===== src/uafc_pkg.sv =====
// Constants and types for the UART flow control register block
package uafc_pkg;
  localparam int unsigned APB_AW = 8;
  localparam logic [7:0] OFS_IER   = 8'h00;
  localparam logic [7:0] OFS_ISR   = 8'h04;
  localparam logic [7:0] OFS_LCR   = 8'h08;
  localparam logic [7:0] OFS_MCR   = 8'h0C;
  localparam logic [7:0] OFS_LSR   = 8'h10;
  localparam logic [7:0] OFS_MSR   = 8'h14;
  localparam logic [7:0] OFS_FCR   = 8'h18;
  localparam logic [7:0] OFS_SCR   = 8'h1C;
  localparam logic [7:0] OFS_EFR   = 8'h20;
  localparam logic [7:0] OFS_ISTAT = 8'h24;
  localparam logic [7:0] OFS_IMASK = 8'h28;
  localparam logic [7:0] RST_ZERO  = 8'h00;
  localparam logic [7:0] RST_ISR   = 8'h01;
  localparam logic [7:0] RST_LSR   = 8'h60;
  localparam int unsigned EFR_CTS  = 7;
  localparam int unsigned EFR_RTS  = 6;
  localparam int unsigned MCR_DTR  = 0;
  localparam int unsigned MCR_RTS  = 1;
  localparam int unsigned MCR_OUT1 = 2;
  localparam int unsigned MCR_OUT2 = 3;
  localparam int unsigned MCR_LOOP = 4;
  localparam int unsigned LCR_BRK  = 6;
  localparam int unsigned FCR_DMA  = 3;
  localparam int unsigned FCR_TRH  = 7;
  localparam int unsigned FCR_TRL  = 6;
  localparam int unsigned LSR_RDR  = 0;
  localparam int unsigned LSR_THRE = 5;
  localparam int unsigned EV_TRIG  = 0;
  localparam int unsigned EV_HALT  = 1;
  localparam int unsigned EV_RTS   = 2;
  localparam int unsigned EV_MDM   = 3;
  localparam int unsigned EV_N     = 4;
  localparam int unsigned LVL_W    = 7;
  typedef logic [LVL_W-1:0] uafc_lvl_t;
  localparam uafc_lvl_t TRIG_0 = 7'h01;
  localparam uafc_lvl_t TRIG_1 = 7'h10;
  localparam uafc_lvl_t TRIG_2 = 7'h20;
  localparam uafc_lvl_t TRIG_3 = 7'h38;
  localparam uafc_lvl_t FIFO_DEPTH = 7'h40;
  typedef enum logic [1:0] {
    UAFC_RTS_OPEN  = 2'b00,
    UAFC_RTS_SLOW  = 2'b01,
    UAFC_RTS_HELD  = 2'b11
  } uafc_rts_e;
endpackage


===== src/uafc_flow_if.sv =====
// Carrier between the register block and the receive flow controller
`timescale 1ns/10ps
interface uafc_flow_if;
  import uafc_pkg::*;
  logic      enable;
  logic [1:0] trig_sel;
  uafc_lvl_t level;
  logic      trig_hit;
  logic      rts_hold;
  modport ctl (output enable, output trig_sel, output level,
               input trig_hit, input rts_hold);
  modport flow (input enable, input trig_sel, input level,
                output trig_hit, output rts_hold);
endinterface


===== src/uafc_top.sv =====
// UART enhanced feature, flow control and reset state register block
`timescale 1ns/10ps
// Overview of operation
// Scratch byte stores and returns eight bits
// Auto CTS halts transmitter while CTS high
// Halt only between characters, never mid-character
// Auto RTS interrupt at programmed trigger level
// RTS pin high at next trigger level
// RTS low below next lower trigger level
// Without auto RTS, pin follows modem control
// Auto RTS bit reads flow control status
// Enhanced bits five to zero reserved
// Control registers clear to zero on reset
// Interrupt status resets to no pending
// Line status resets with empty flags set
// Modem status shows pins, deltas cleared
// Reset drives TX, RTS, DTR high; DMA pins
module uafc_top
  import uafc_pkg::*;
(
  input  wire logic              ref_clk_i,
  input  wire logic              rst_n_i,
  input  wire logic              psel_i,
  input  wire logic              penable_i,
  input  wire logic              pwrite_i,
  input  wire logic [APB_AW-1:0] paddr_i,
  input  wire logic [31:0]       pwdata_i,
  input  wire logic [3:0]        pstrb_i,
  output logic      [31:0]       prdata_o,
  output logic                   pready_o,
  output logic                   pslverr_o,
  input  wire logic              cts_n_i,
  input  wire logic              dsr_n_i,
  input  wire logic              ri_n_i,
  input  wire logic              dcd_n_i,
  input  wire logic              tx_serial_i,
  input  wire logic              tx_active_i,
  input  wire logic [6:0]        int_ident_i,
  input  wire logic              int_pending_i,
  input  wire logic [7:0]        line_status_i,
  input  wire logic [LVL_W-1:0]  rx_level_i,
  input  wire logic              tx_fifo_full_i,
  output logic                   tx_o,
  output logic                   rts_n_o,
  output logic                   dtr_n_o,
  output logic                   rx_dma_ready_o,
  output logic                   tx_dma_ready_o,
  output logic                   tx_halt_o,
  output logic [7:0]             interrupt_enable_reg_o,
  output logic [7:0]             line_control_reg_o,
  output logic [7:0]             fifo_control_reg_o,
  output logic                   int_o
);
  // Pins arrive from the modem side unsynchronised
  logic [3:0] pin_s;
  logic       cts_s;
  logic       dsr_s;
  logic       ri_s;
  logic       dcd_s;

  uafc_sync #(
    .W       (4),
    .RST_VAL (4'hF)
  ) u_sync (
    .ref_clk_i (ref_clk_i),
    .rst_n_i   (rst_n_i),
    .async_i   ({dcd_n_i, ri_n_i, dsr_n_i, cts_n_i}),
    .sync_o    (pin_s)
  );
  assign {dcd_s, ri_s, dsr_s, cts_s} = pin_s;

  // Control and status registers
  logic [7:0] ier_r, ier_nxt;
  logic [7:0] lcr_r, lcr_nxt;
  logic [7:0] mcr_r, mcr_nxt;
  logic [7:0] fcr_r, fcr_nxt;
  logic [7:0] scr_r, scr_nxt;
  logic [1:0] efr_r, efr_nxt;
  logic [7:0] isr_r, isr_nxt;
  logic [7:0] lsr_r, lsr_nxt;
  logic [3:0] mdelta_r, mdelta_nxt;
  logic [3:0] mup_r, mup_nxt;
  logic [EV_N-1:0] istat_r, istat_nxt;
  logic [EV_N-1:0] imask_r, imask_nxt;
  logic [31:0] rdata_r, rdata_nxt;
  logic        err_r, err_nxt;
  logic        halt_r, halt_nxt;
  logic        tx_r, tx_nxt;
  logic        rx_dma_ready_r, rx_dma_ready_nxt;
  logic        tx_dma_ready_r, tx_dma_ready_nxt;
  logic        int_r, int_nxt;
  logic        hit_d_r, hit_d_nxt;
  logic        hold_d_r, hold_d_nxt;

  logic [3:0]  msr_up;
  logic [7:0]  msr_val;
  logic [7:0]  efr_val;
  logic [EV_N-1:0] ev;
  logic        setup;
  logic        access;
  logic        wr;
  logic        rd;
  logic        mapped;

  uafc_flow_if flow ();
  assign flow.enable   = efr_r[EFR_RTS - 6];
  assign flow.trig_sel = fcr_r[FCR_TRH:FCR_TRL];
  assign flow.level    = rx_level_i;

  uafc_rts u_rts (
    .ref_clk_i (ref_clk_i),
    .rst_n_i   (rst_n_i),
    .fl        (flow.flow)
  );

  // Loopback feeds modem status from the modem control outputs
  always_comb begin
    if (mcr_r[MCR_LOOP]) begin
      msr_up = {mcr_r[MCR_OUT2], mcr_r[MCR_OUT1],
                mcr_r[MCR_DTR], mcr_r[MCR_RTS]};
    end else begin
      msr_up = {~dcd_s, ~ri_s, ~dsr_s, ~cts_s};
    end
  end
  assign msr_val = {msr_up, mdelta_r};

  // Enable bit reads back as the live throttle state
  assign efr_val = {efr_r[1], efr_r[0] & flow.rts_hold, 6'h00};

  assign setup  = psel_i && !penable_i;
  assign access = psel_i && penable_i;
  assign wr     = access && pwrite_i && pstrb_i[0];
  assign rd     = access && !pwrite_i;

  always_comb begin
    unique case (paddr_i)
      OFS_IER, OFS_ISR, OFS_LCR, OFS_MCR, OFS_LSR, OFS_MSR,
      OFS_FCR, OFS_SCR, OFS_EFR, OFS_ISTAT, OFS_IMASK: mapped = 1'b1;
      default: mapped = 1'b0;
    endcase
  end

  // Read data is captured in setup so the access phase answers from flops
  always_comb begin
    rdata_nxt = rdata_r;
    err_nxt   = err_r;
    if (setup) begin
      err_nxt   = !mapped;
      rdata_nxt = 32'h0000_0000;
      unique case (paddr_i)
        OFS_IER:   rdata_nxt[7:0] = ier_r;
        OFS_ISR:   rdata_nxt[7:0] = isr_r;
        OFS_LCR:   rdata_nxt[7:0] = lcr_r;
        OFS_MCR:   rdata_nxt[7:0] = mcr_r;
        OFS_LSR:   rdata_nxt[7:0] = lsr_r;
        OFS_MSR:   rdata_nxt[7:0] = msr_val;
        OFS_FCR:   rdata_nxt[7:0] = fcr_r;
        OFS_SCR:   rdata_nxt[7:0] = scr_r;
        OFS_EFR:   rdata_nxt[7:0] = efr_val;
        OFS_ISTAT: rdata_nxt[EV_N-1:0] = istat_r;
        OFS_IMASK: rdata_nxt[EV_N-1:0] = imask_r;
        default:   rdata_nxt = 32'h0000_0000;
      endcase
    end
  end

  // Software writes take effect on the access edge
  always_comb begin
    ier_nxt   = ier_r;
    lcr_nxt   = lcr_r;
    mcr_nxt   = mcr_r;
    fcr_nxt   = fcr_r;
    scr_nxt   = scr_r;
    efr_nxt   = efr_r;
    imask_nxt = imask_r;
    if (wr) begin
      unique case (paddr_i)
        OFS_IER:   ier_nxt = pwdata_i[7:0];
        OFS_LCR:   lcr_nxt = pwdata_i[7:0];
        OFS_MCR:   mcr_nxt = pwdata_i[7:0];
        OFS_FCR:   fcr_nxt = pwdata_i[7:0];
        OFS_SCR:   scr_nxt = pwdata_i[7:0];
        OFS_EFR:   efr_nxt = pwdata_i[EFR_CTS:EFR_RTS];
        OFS_IMASK: imask_nxt = pwdata_i[EV_N-1:0];
        default:   ier_nxt = ier_r;
      endcase
    end
  end

  // Modem change flags: a change in the read cycle is kept
  always_comb begin
    mup_nxt    = msr_up;
    mdelta_nxt = mdelta_r;
    if (rd && paddr_i == OFS_MSR) begin
      mdelta_nxt = 4'h0;
    end
    mdelta_nxt[3] = mdelta_nxt[3] | (msr_up[3] ^ mup_r[3]);
    mdelta_nxt[2] = mdelta_nxt[2] | (mup_r[2] & ~msr_up[2]);
    mdelta_nxt[1] = mdelta_nxt[1] | (msr_up[1] ^ mup_r[1]);
    mdelta_nxt[0] = mdelta_nxt[0] | (msr_up[0] ^ mup_r[0]);
  end

  // Halt is granted only when no character is on the wire
  assign halt_nxt = efr_r[EFR_CTS - 6] && cts_s &&
                    (halt_r || !tx_active_i);

  assign hit_d_nxt  = flow.trig_hit;
  assign hold_d_nxt = flow.rts_hold;

  always_comb begin
    ev          = '0;
    ev[EV_TRIG] = flow.trig_hit && !hit_d_r;
    ev[EV_HALT] = halt_nxt && !halt_r;
    ev[EV_RTS]  = flow.rts_hold && !hold_d_r;
    ev[EV_MDM]  = |(mdelta_nxt & ~mdelta_r);
  end

  // Set beats a write-one clear in the same cycle
  always_comb begin
    istat_nxt = istat_r;
    if (wr && paddr_i == OFS_ISTAT) begin
      istat_nxt = istat_r & ~pwdata_i[EV_N-1:0];
    end
    istat_nxt = istat_nxt | ev;
  end

  assign isr_nxt = {int_ident_i, ~int_pending_i};
  assign lsr_nxt = line_status_i;
  assign tx_nxt  = tx_serial_i && !lcr_r[LCR_BRK];
  assign int_nxt = |(istat_nxt & imask_nxt);

  // Single transfer mode tracks data ready and holding empty
  always_comb begin
    if (fcr_r[FCR_DMA]) begin
      rx_dma_ready_nxt = !flow.trig_hit;
      tx_dma_ready_nxt = tx_fifo_full_i;
    end else begin
      rx_dma_ready_nxt = !lsr_r[LSR_RDR];
      tx_dma_ready_nxt = !lsr_r[LSR_THRE];
    end
  end

  always_ff @(posedge ref_clk_i or negedge rst_n_i) begin
    if (!rst_n_i) begin
      ier_r    <= RST_ZERO;
      lcr_r    <= RST_ZERO;
      mcr_r    <= RST_ZERO;
      fcr_r    <= RST_ZERO;
      efr_r    <= '0;
      scr_r    <= RST_ZERO;
      isr_r    <= RST_ISR;
      lsr_r    <= RST_LSR;
      mdelta_r <= '0;
      mup_r    <= '0;
      istat_r  <= '0;
      imask_r  <= '0;
      rdata_r  <= 32'h0000_0000;
      err_r    <= 1'b0;
      halt_r   <= 1'b0;
      tx_r     <= 1'b1;
      rx_dma_ready_r  <= 1'b1;
      tx_dma_ready_r  <= 1'b0;
      int_r    <= 1'b0;
      hit_d_r  <= 1'b0;
      hold_d_r <= 1'b0;
    end else begin
      ier_r    <= ier_nxt;
      lcr_r    <= lcr_nxt;
      mcr_r    <= mcr_nxt;
      fcr_r    <= fcr_nxt;
      efr_r    <= efr_nxt;
      scr_r    <= scr_nxt;
      isr_r    <= isr_nxt;
      lsr_r    <= lsr_nxt;
      mdelta_r <= mdelta_nxt;
      mup_r    <= mup_nxt;
      istat_r  <= istat_nxt;
      imask_r  <= imask_nxt;
      rdata_r  <= rdata_nxt;
      err_r    <= err_nxt;
      halt_r   <= halt_nxt;
      tx_r     <= tx_nxt;
      rx_dma_ready_r  <= rx_dma_ready_nxt;
      tx_dma_ready_r  <= tx_dma_ready_nxt;
      int_r    <= int_nxt;
      hit_d_r  <= hit_d_nxt;
      hold_d_r <= hold_d_nxt;
    end
  end

  // Pin is active low; auto mode overrides the modem control bit
  assign rts_n_o = efr_r[EFR_RTS - 6] ? flow.rts_hold
                                      : !mcr_r[MCR_RTS];
  assign dtr_n_o = !mcr_r[MCR_DTR];
  assign tx_o           = tx_r;
  assign rx_dma_ready_o = rx_dma_ready_r;
  assign tx_dma_ready_o = tx_dma_ready_r;
  assign tx_halt_o      = halt_r;
  assign int_o          = int_r;
  assign interrupt_enable_reg_o = ier_r;
  assign line_control_reg_o     = lcr_r;
  assign fifo_control_reg_o     = fcr_r;
  assign prdata_o  = rdata_r;
  assign pready_o  = access;
  assign pslverr_o = access && err_r;
endmodule


===== src/uafc_sync.sv =====
// Two flop synchroniser for asynchronous pins
`timescale 1ns/10ps
module uafc_sync #(
  parameter int unsigned       W       = 1,
  parameter logic [W-1:0]      RST_VAL = '1
) (
  input  wire logic         ref_clk_i,
  input  wire logic         rst_n_i,
  input  wire logic [W-1:0] async_i,
  output logic      [W-1:0] sync_o
);
  logic [W-1:0] meta_r;
  logic [W-1:0] sync_r;
  always_ff @(posedge ref_clk_i or negedge rst_n_i) begin
    if (!rst_n_i) begin
      meta_r <= RST_VAL;
      sync_r <= RST_VAL;
    end else begin
      meta_r <= async_i;
      sync_r <= meta_r;
    end
  end
  assign sync_o = sync_r;
endmodule


===== src/uafc_rts.sv =====
// Receive FIFO threshold tracking and automatic RTS throttle
`timescale 1ns/10ps
module uafc_rts
  import uafc_pkg::*;
(
  input  wire logic ref_clk_i,
  input  wire logic rst_n_i,
  uafc_flow_if.flow fl
);
  uafc_rts_e state_r;
  uafc_rts_e state_nxt;
  uafc_lvl_t trig_lvl;
  uafc_lvl_t next_lvl;
  uafc_lvl_t low_lvl;

  always_comb begin
    unique case (fl.trig_sel)
      2'd0: begin
        trig_lvl = TRIG_0;
        next_lvl = TRIG_1;
        low_lvl  = TRIG_0;
      end
      2'd1: begin
        trig_lvl = TRIG_1;
        next_lvl = TRIG_2;
        low_lvl  = TRIG_0;
      end
      2'd2: begin
        trig_lvl = TRIG_2;
        next_lvl = TRIG_3;
        low_lvl  = TRIG_1;
      end
      2'd3: begin
        trig_lvl = TRIG_3;
        next_lvl = FIFO_DEPTH;
        low_lvl  = TRIG_2;
      end
    endcase
  end

  // Hysteresis: raise at the level above, release below the level under
  always_comb begin
    state_nxt = state_r;
    if (!fl.enable) begin
      state_nxt = UAFC_RTS_OPEN;
    end else begin
      unique case (state_r)
        UAFC_RTS_OPEN: begin
          // A jump past both levels throttles at once, no slow step
          if (fl.level >= next_lvl) state_nxt = UAFC_RTS_HELD;
          else if (fl.level >= trig_lvl) state_nxt = UAFC_RTS_SLOW;
        end
        UAFC_RTS_SLOW: begin
          if (fl.level >= next_lvl) state_nxt = UAFC_RTS_HELD;
          else if (fl.level < trig_lvl) state_nxt = UAFC_RTS_OPEN;
        end
        UAFC_RTS_HELD: begin
          if (fl.level < low_lvl) state_nxt = UAFC_RTS_OPEN;
        end
        default: state_nxt = UAFC_RTS_OPEN;
      endcase
    end
  end

  always_ff @(posedge ref_clk_i or negedge rst_n_i) begin
    if (!rst_n_i) begin
      state_r <= UAFC_RTS_OPEN;
    end else begin
      state_r <= state_nxt;
    end
  end

  assign fl.trig_hit = fl.enable && (fl.level >= trig_lvl);
  assign fl.rts_hold = (state_r == UAFC_RTS_HELD);
endmodule


===== config.mk =====
export PLATFORM = sky130hd
export DESIGN_NAME = uafc_top
export DESIGN_NICKNAME = d
export VERILOG_FILES = /design/src/uafc_pkg.sv /design/src/uafc_flow_if.sv /design/src/uafc_top.sv /design/src/uafc_sync.sv /design/src/uafc_rts.sv
export SDC_FILE = /design/constraint.sdc
export NUM_CORES = 1
export LEC_CHECK = 0
export ABC_CLOCK_PERIOD_IN_PS = 2500
export BUFFER_PORTS_ARGS = -buffer_cell sky130_fd_sc_hd__buf_2
export CORE_MARGIN = 3
export CORE_UTILIZATION = 47
export DETAILED_ROUTE_END_ITERATION = 8
export PLACE_DENSITY = 0.82
export SETUP_SLACK_MARGIN = 0.15
export SLEW_MARGIN = 20
export SYNTH_ARGS = -nofsm -noshare
export SYNTH_HDL_FRONTEND = slang
export SYNTH_HIERARCHICAL = 1
export SYNTH_SLANG_ARGS = --single-unit

===== constraint.sdc =====
create_clock -name ref_clk_i -period 2.5 [get_ports ref_clk_i]
set_clock_uncertainty 0.2 [all_clocks]
set_input_delay 0.375 -clock ref_clk_i [delete_from_list [all_inputs] [get_ports ref_clk_i]]
set_output_delay 0.375 -clock ref_clk_i [all_outputs]
set_load 0.05 [all_outputs]

==> run summary <==
The placed instance count was 643. The synthesized design spends more area on one cell type than any other, namely sky130_fd_sc_hd__dfrtp_1. The relative contribution of combinational cells to total power is 13.5%.

TritonCTS created 9 clock buffers. During placement, the flow inserted port buffers numbering 92. Internal power comes to 2.18 mW.

The clock transition at the registers of the reported paths was 0.10 ns; the final core utilization was 61.9%. The initial standard-cell utilization of the core is 48.9%. Yosys attributes the largest share of cell area to sky130_fd_sc_hd__dfrtp_1, sky130_fd_sc_hd__mux2_2, sky130_fd_sc_hd__dfstp_2. Before CTS, the worst setup slack after placement is -0.171 ns. The tools report the number of clock sinks seen by CTS as 100. Setup repair after global routing could not meet its margin everywhere.

In this run, synthesis produced a sequential element count of 100. The floorplan step defined a die boundary enclosing 11500 µm². Share of final-layout standard cells stronger than drive strength 1: 41.6%. The run finished, with violations left.

After synthesis, the netlist uses 59 different library cells. The kind of start point of the critical path was a flop. For the core box area, the log shows 9860 µm². The worst-case IR drop observed on VDD is 407 µV.

The checks that failed: negative setup slack. The total overflow left after global routing is 0. Based on the critical path, the design can be clocked at up to 0.390 GHz. Counting every instance in the synthesized netlist gives 396. Power spread over the standard cell area amounts to 505 nW/µm². For this run, asynchronously set or reset flops after synthesis account for 100%. The run gives 6 as the count of synthesis-stage warnings from yosys. The first detailed-routing pass ran for 5 iterations.

After synthesis, the largest area contributor takes up 45.2% of total cell area. The worst pin sits at a relative slew slack of 62.6%. The logs give 0 for the final-report max-slew violation count and 3682 for the vias after detailed routing. In this run the remaining antenna-violating nets after routing total 0. The tools report the via count of the first global-routing pass as 3716. For the final routed database, the setup TNS stands at -0.0649 ns. Summing every instance area after synthesis gives 4820 µm². The floorplan step set the die width to 107 µm.

CTS built an H-tree with a depth of 3. I/O pin count: 144. Entering global routing, the biggest net connects 45 pins. Summed over all nets, the half-perimeter wirelength after detailed placement is 9.50 mm. In this run the core area contains 36 standard-cell rows. Time the final worst path needs with I/O delays and setup: 2.56 ns. The highest fanout seen on the critical path came out at 4. Dividing the detail-routed wire length by the instance count gives 18.3 µm.

Summing all non-filler instances in the final layout gives an area of 6110 µm². Across every metal layer, demand over resource in global routing totals 22.8%. After the flow finishes, the layout carries non-filler instances totaling 686.

In the synthesized netlist the dominant register cell turns out to be sky130_fd_sc_hd__dfrtp_1. The floorplan die height was 107 µm. Registers are responsible for 54.7% of the overall power.

The repair_antennas step left the layout with diodes totalling 0. The root buffer cell was sky130_fd_sc_hd__clkbuf_8. Of the total power, the share spent switching nets is 29.2%. The logs give 0 for the number of max-capacitance violations reported and 5620 µm² for the total placed instance area. Summed over all nets, the switching power comes to 0.899 mW.

The total of endpoints with negative setup slack in the final report was 1; the number of antenna violations at the first check in global routing was 0. After the last flow step, the layout net total stands at 641. For the worst setup path, the data arrival time is 2.63 ns. After detailed routing, the number of vias per cell comes to 5.37. The ratio of final minimum period to clock period is 103%, and the proportion of synthesized chip area in sequential cells is 52.3%. The final-report hold violation count came out at 0. STA puts the critical path data required time at 2.57 ns.

The first-pass GRT wire length is 19.8 mm, and the number of flops mapped to enable cells by yosys is 0. At the end of routability-driven placement, the weighted congestion stood at 0.907. After detailed routing, the number of remaining DRC violations is 0. The insertion delay of the later-clocked pin in the worst-skew pair was 0.38 ns. The worst setup path is of the flop to flop kind.

The tools report the leakage power as 2.96 nW. The tools report the type of destination of the critical path as a flop. The worst hold-check path type is input pin to flop. The transition time at the pin with the least slew margin was 0.561 ns. The routed design has 12.6 mm of wire. Per report_power, the clock group accounts for 31.8% of the total. From synthesis to final layout, the design area changed by 26.8%. For the maximum count of clock buffers along a single path, the log shows 2. After the first detailed-routing iteration, the DRC count stood at 285. The tools report the final setup slack of the worst path as -0.0649 ns. The post-synthesis average cell area works out to 12.2 µm².

TritonCTS built the clock tree. Number of fill cells: 785.
layout by cell type (no fill, tap or decap), types with 5 or more instances in the layout:
master,n
sky130_fd_sc_hd__buf_2,91
sky130_fd_sc_hd__dfrtp_1,85
sky130_fd_sc_hd__mux2_2,43
sky130_fd_sc_hd__buf_4,35
sky130_fd_sc_hd__nand2_1,34
sky130_fd_sc_hd__conb_1,24
sky130_fd_sc_hd__dlygate4sd3_1,23
sky130_fd_sc_hd__o21ai_0,18
sky130_fd_sc_hd__inv_1,16
sky130_fd_sc_hd__mux2i_1,16
sky130_fd_sc_hd__nor2_1,13
sky130_fd_sc_hd__dfstp_2,13
sky130_fd_sc_hd__a22oi_1,10
sky130_fd_sc_hd__ha_1,10
sky130_fd_sc_hd__a21oi_1,9
sky130_fd_sc_hd__clkbuf_8,9
sky130_fd_sc_hd__nand3_1,6
sky130_fd_sc_hd__a22o_1,5
sky130_fd_sc_hd__o22ai_1,5
sky130_fd_sc_hd__mux4_2,5
registers in the layout, indices dropped and copies added, names as in the netlist, 8 cells and up:
| name | count |
|---|---|
| isr_r | 8 |
| fifo_control_reg_o | 8 |
| line_control_reg_o | 8 |
| interrupt_enable_reg_o | 8 |
| prdata_o | 8 |
| scr_r | 8 |
| lsr_r | 8 |
| mcr_r | 8 |
synth_stat cells (all sizes together), types with 6 or more instances:
| cell type | instances |
|---|---|
| dfrtp | 87 |
| mux2 | 43 |
| nand2 | 34 |
| buf | 31 |
| o21ai | 20 |
| nor2 | 18 |
| inv | 17 |
| mux2i | 16 |
| ha | 14 |
| dfstp | 13 |
| a22oi | 10 |
| a21oi | 9 |
| mux4 | 6 |
| nand3 | 6 |
per-layer routing:
metal	global-route usage, %	part of all wire (%)	wire length (µm)
met1	31.1	44	5480
met2	36.3	49	6100
met3	4.26	6.0	752
met4	8.77	1.9	233
met5	0	0	0
logic make-up (layout without fill, tap and decap cells):
logic type	Yosys count	count (layout)	share of synthesized area [%]
DFF	100	100	52.3
other	1	24	0.0778
and+or+nand+nor	91	91	10.5
AOI/OAI and AO/OA	70	70	10.3
xor gates and xnor gates	4	4	0.727
buffers and inverters	51	185	6.23
muxes	65	65	16.3
adders and majority gates	14	14	3.63
cell type report:
class / instances / area [µm²] / area share (%)
clock buffer: 9 / 124 / 2.03
clock inverter: 7 / 60.1 / 0.983
timing repair buffer: 152 / 1000 / 16.4
tap: 133 / 166 / 2.72
multi-input combinational: 268 / 2170 / 35.5
inverter: 17 / 66.3 / 1.09
sequential: 100 / 2520 / 41.3
power by group through the flow:
stage,clock network (mW),registers (mW),logic [mW]
6_report,0.982,1.69,0.415
4_1_cts,1.01,1.69,0.408
3_5_place_dp,0,1.72,0.377
3_3_place_gp,0,1.71,0.371
5_1_grt,1.06,1.69,0.447
2_1_floorplan,0,1.73,0.233
path summary, 6_finish.rpt:
path	start	end	slack (ns)	depth (start not counted)
worst max-delay path	fifo_control_reg_o[6]	int_o	-0.06	10
worst min-delay path	tx_fifo_full_i	tx_dma_ready_o	0.01	3
worst max register to register	fifo_control_reg_o[6]	int_o	-0.06	10
worst min register to register	u_sync/meta_r[3]	u_sync/sync_o[3]	0.16	0
max in group asynchronous	rst_n_i	rx_dma_ready_o	1.07	3
min in group asynchronous	rst_n_i	scr_r[4]	0.31	2
worst max-delay path, stage by stage, from the launching register on:
cell	delay, ns
sky130_fd_sc_hd__dfrtp_4	0.52
sky130_fd_sc_hd__inv_4	0.09
sky130_fd_sc_hd__buf_6	0.10
sky130_fd_sc_hd__ha_4	0.19
sky130_fd_sc_hd__a21o_1	0.18
sky130_fd_sc_hd__a211oi_4	0.23
sky130_fd_sc_hd__o21ai_2	0.09
sky130_fd_sc_hd__and2_4	0.15
sky130_fd_sc_hd__a22o_1	0.24
sky130_fd_sc_hd__a2bb2o_4	0.22
sky130_fd_sc_hd__a221o_1	0.25
per-stage QoR:
stage / power, mW / hold slack, ns
after global placement: 2.09 / 0.146
after global routing: 3.20 / 0.0390
after floorplan: 1.96 / -0.121
final: 3.08 / 0.0101
after CTS: 3.10 / 0.00921
after detailed placement: 2.09 / 0.148
what timing repair did:
item                                    4_1_cts  5_1_grt
hold endpoints to repair                     55        0
hold buffers                                 23        0
resized for setup                             2        6
endpoints found under the setup margin        1        1
buffers inserted                              4        0
pin swaps                                     5        6
(Power assumes the default switching activity.)
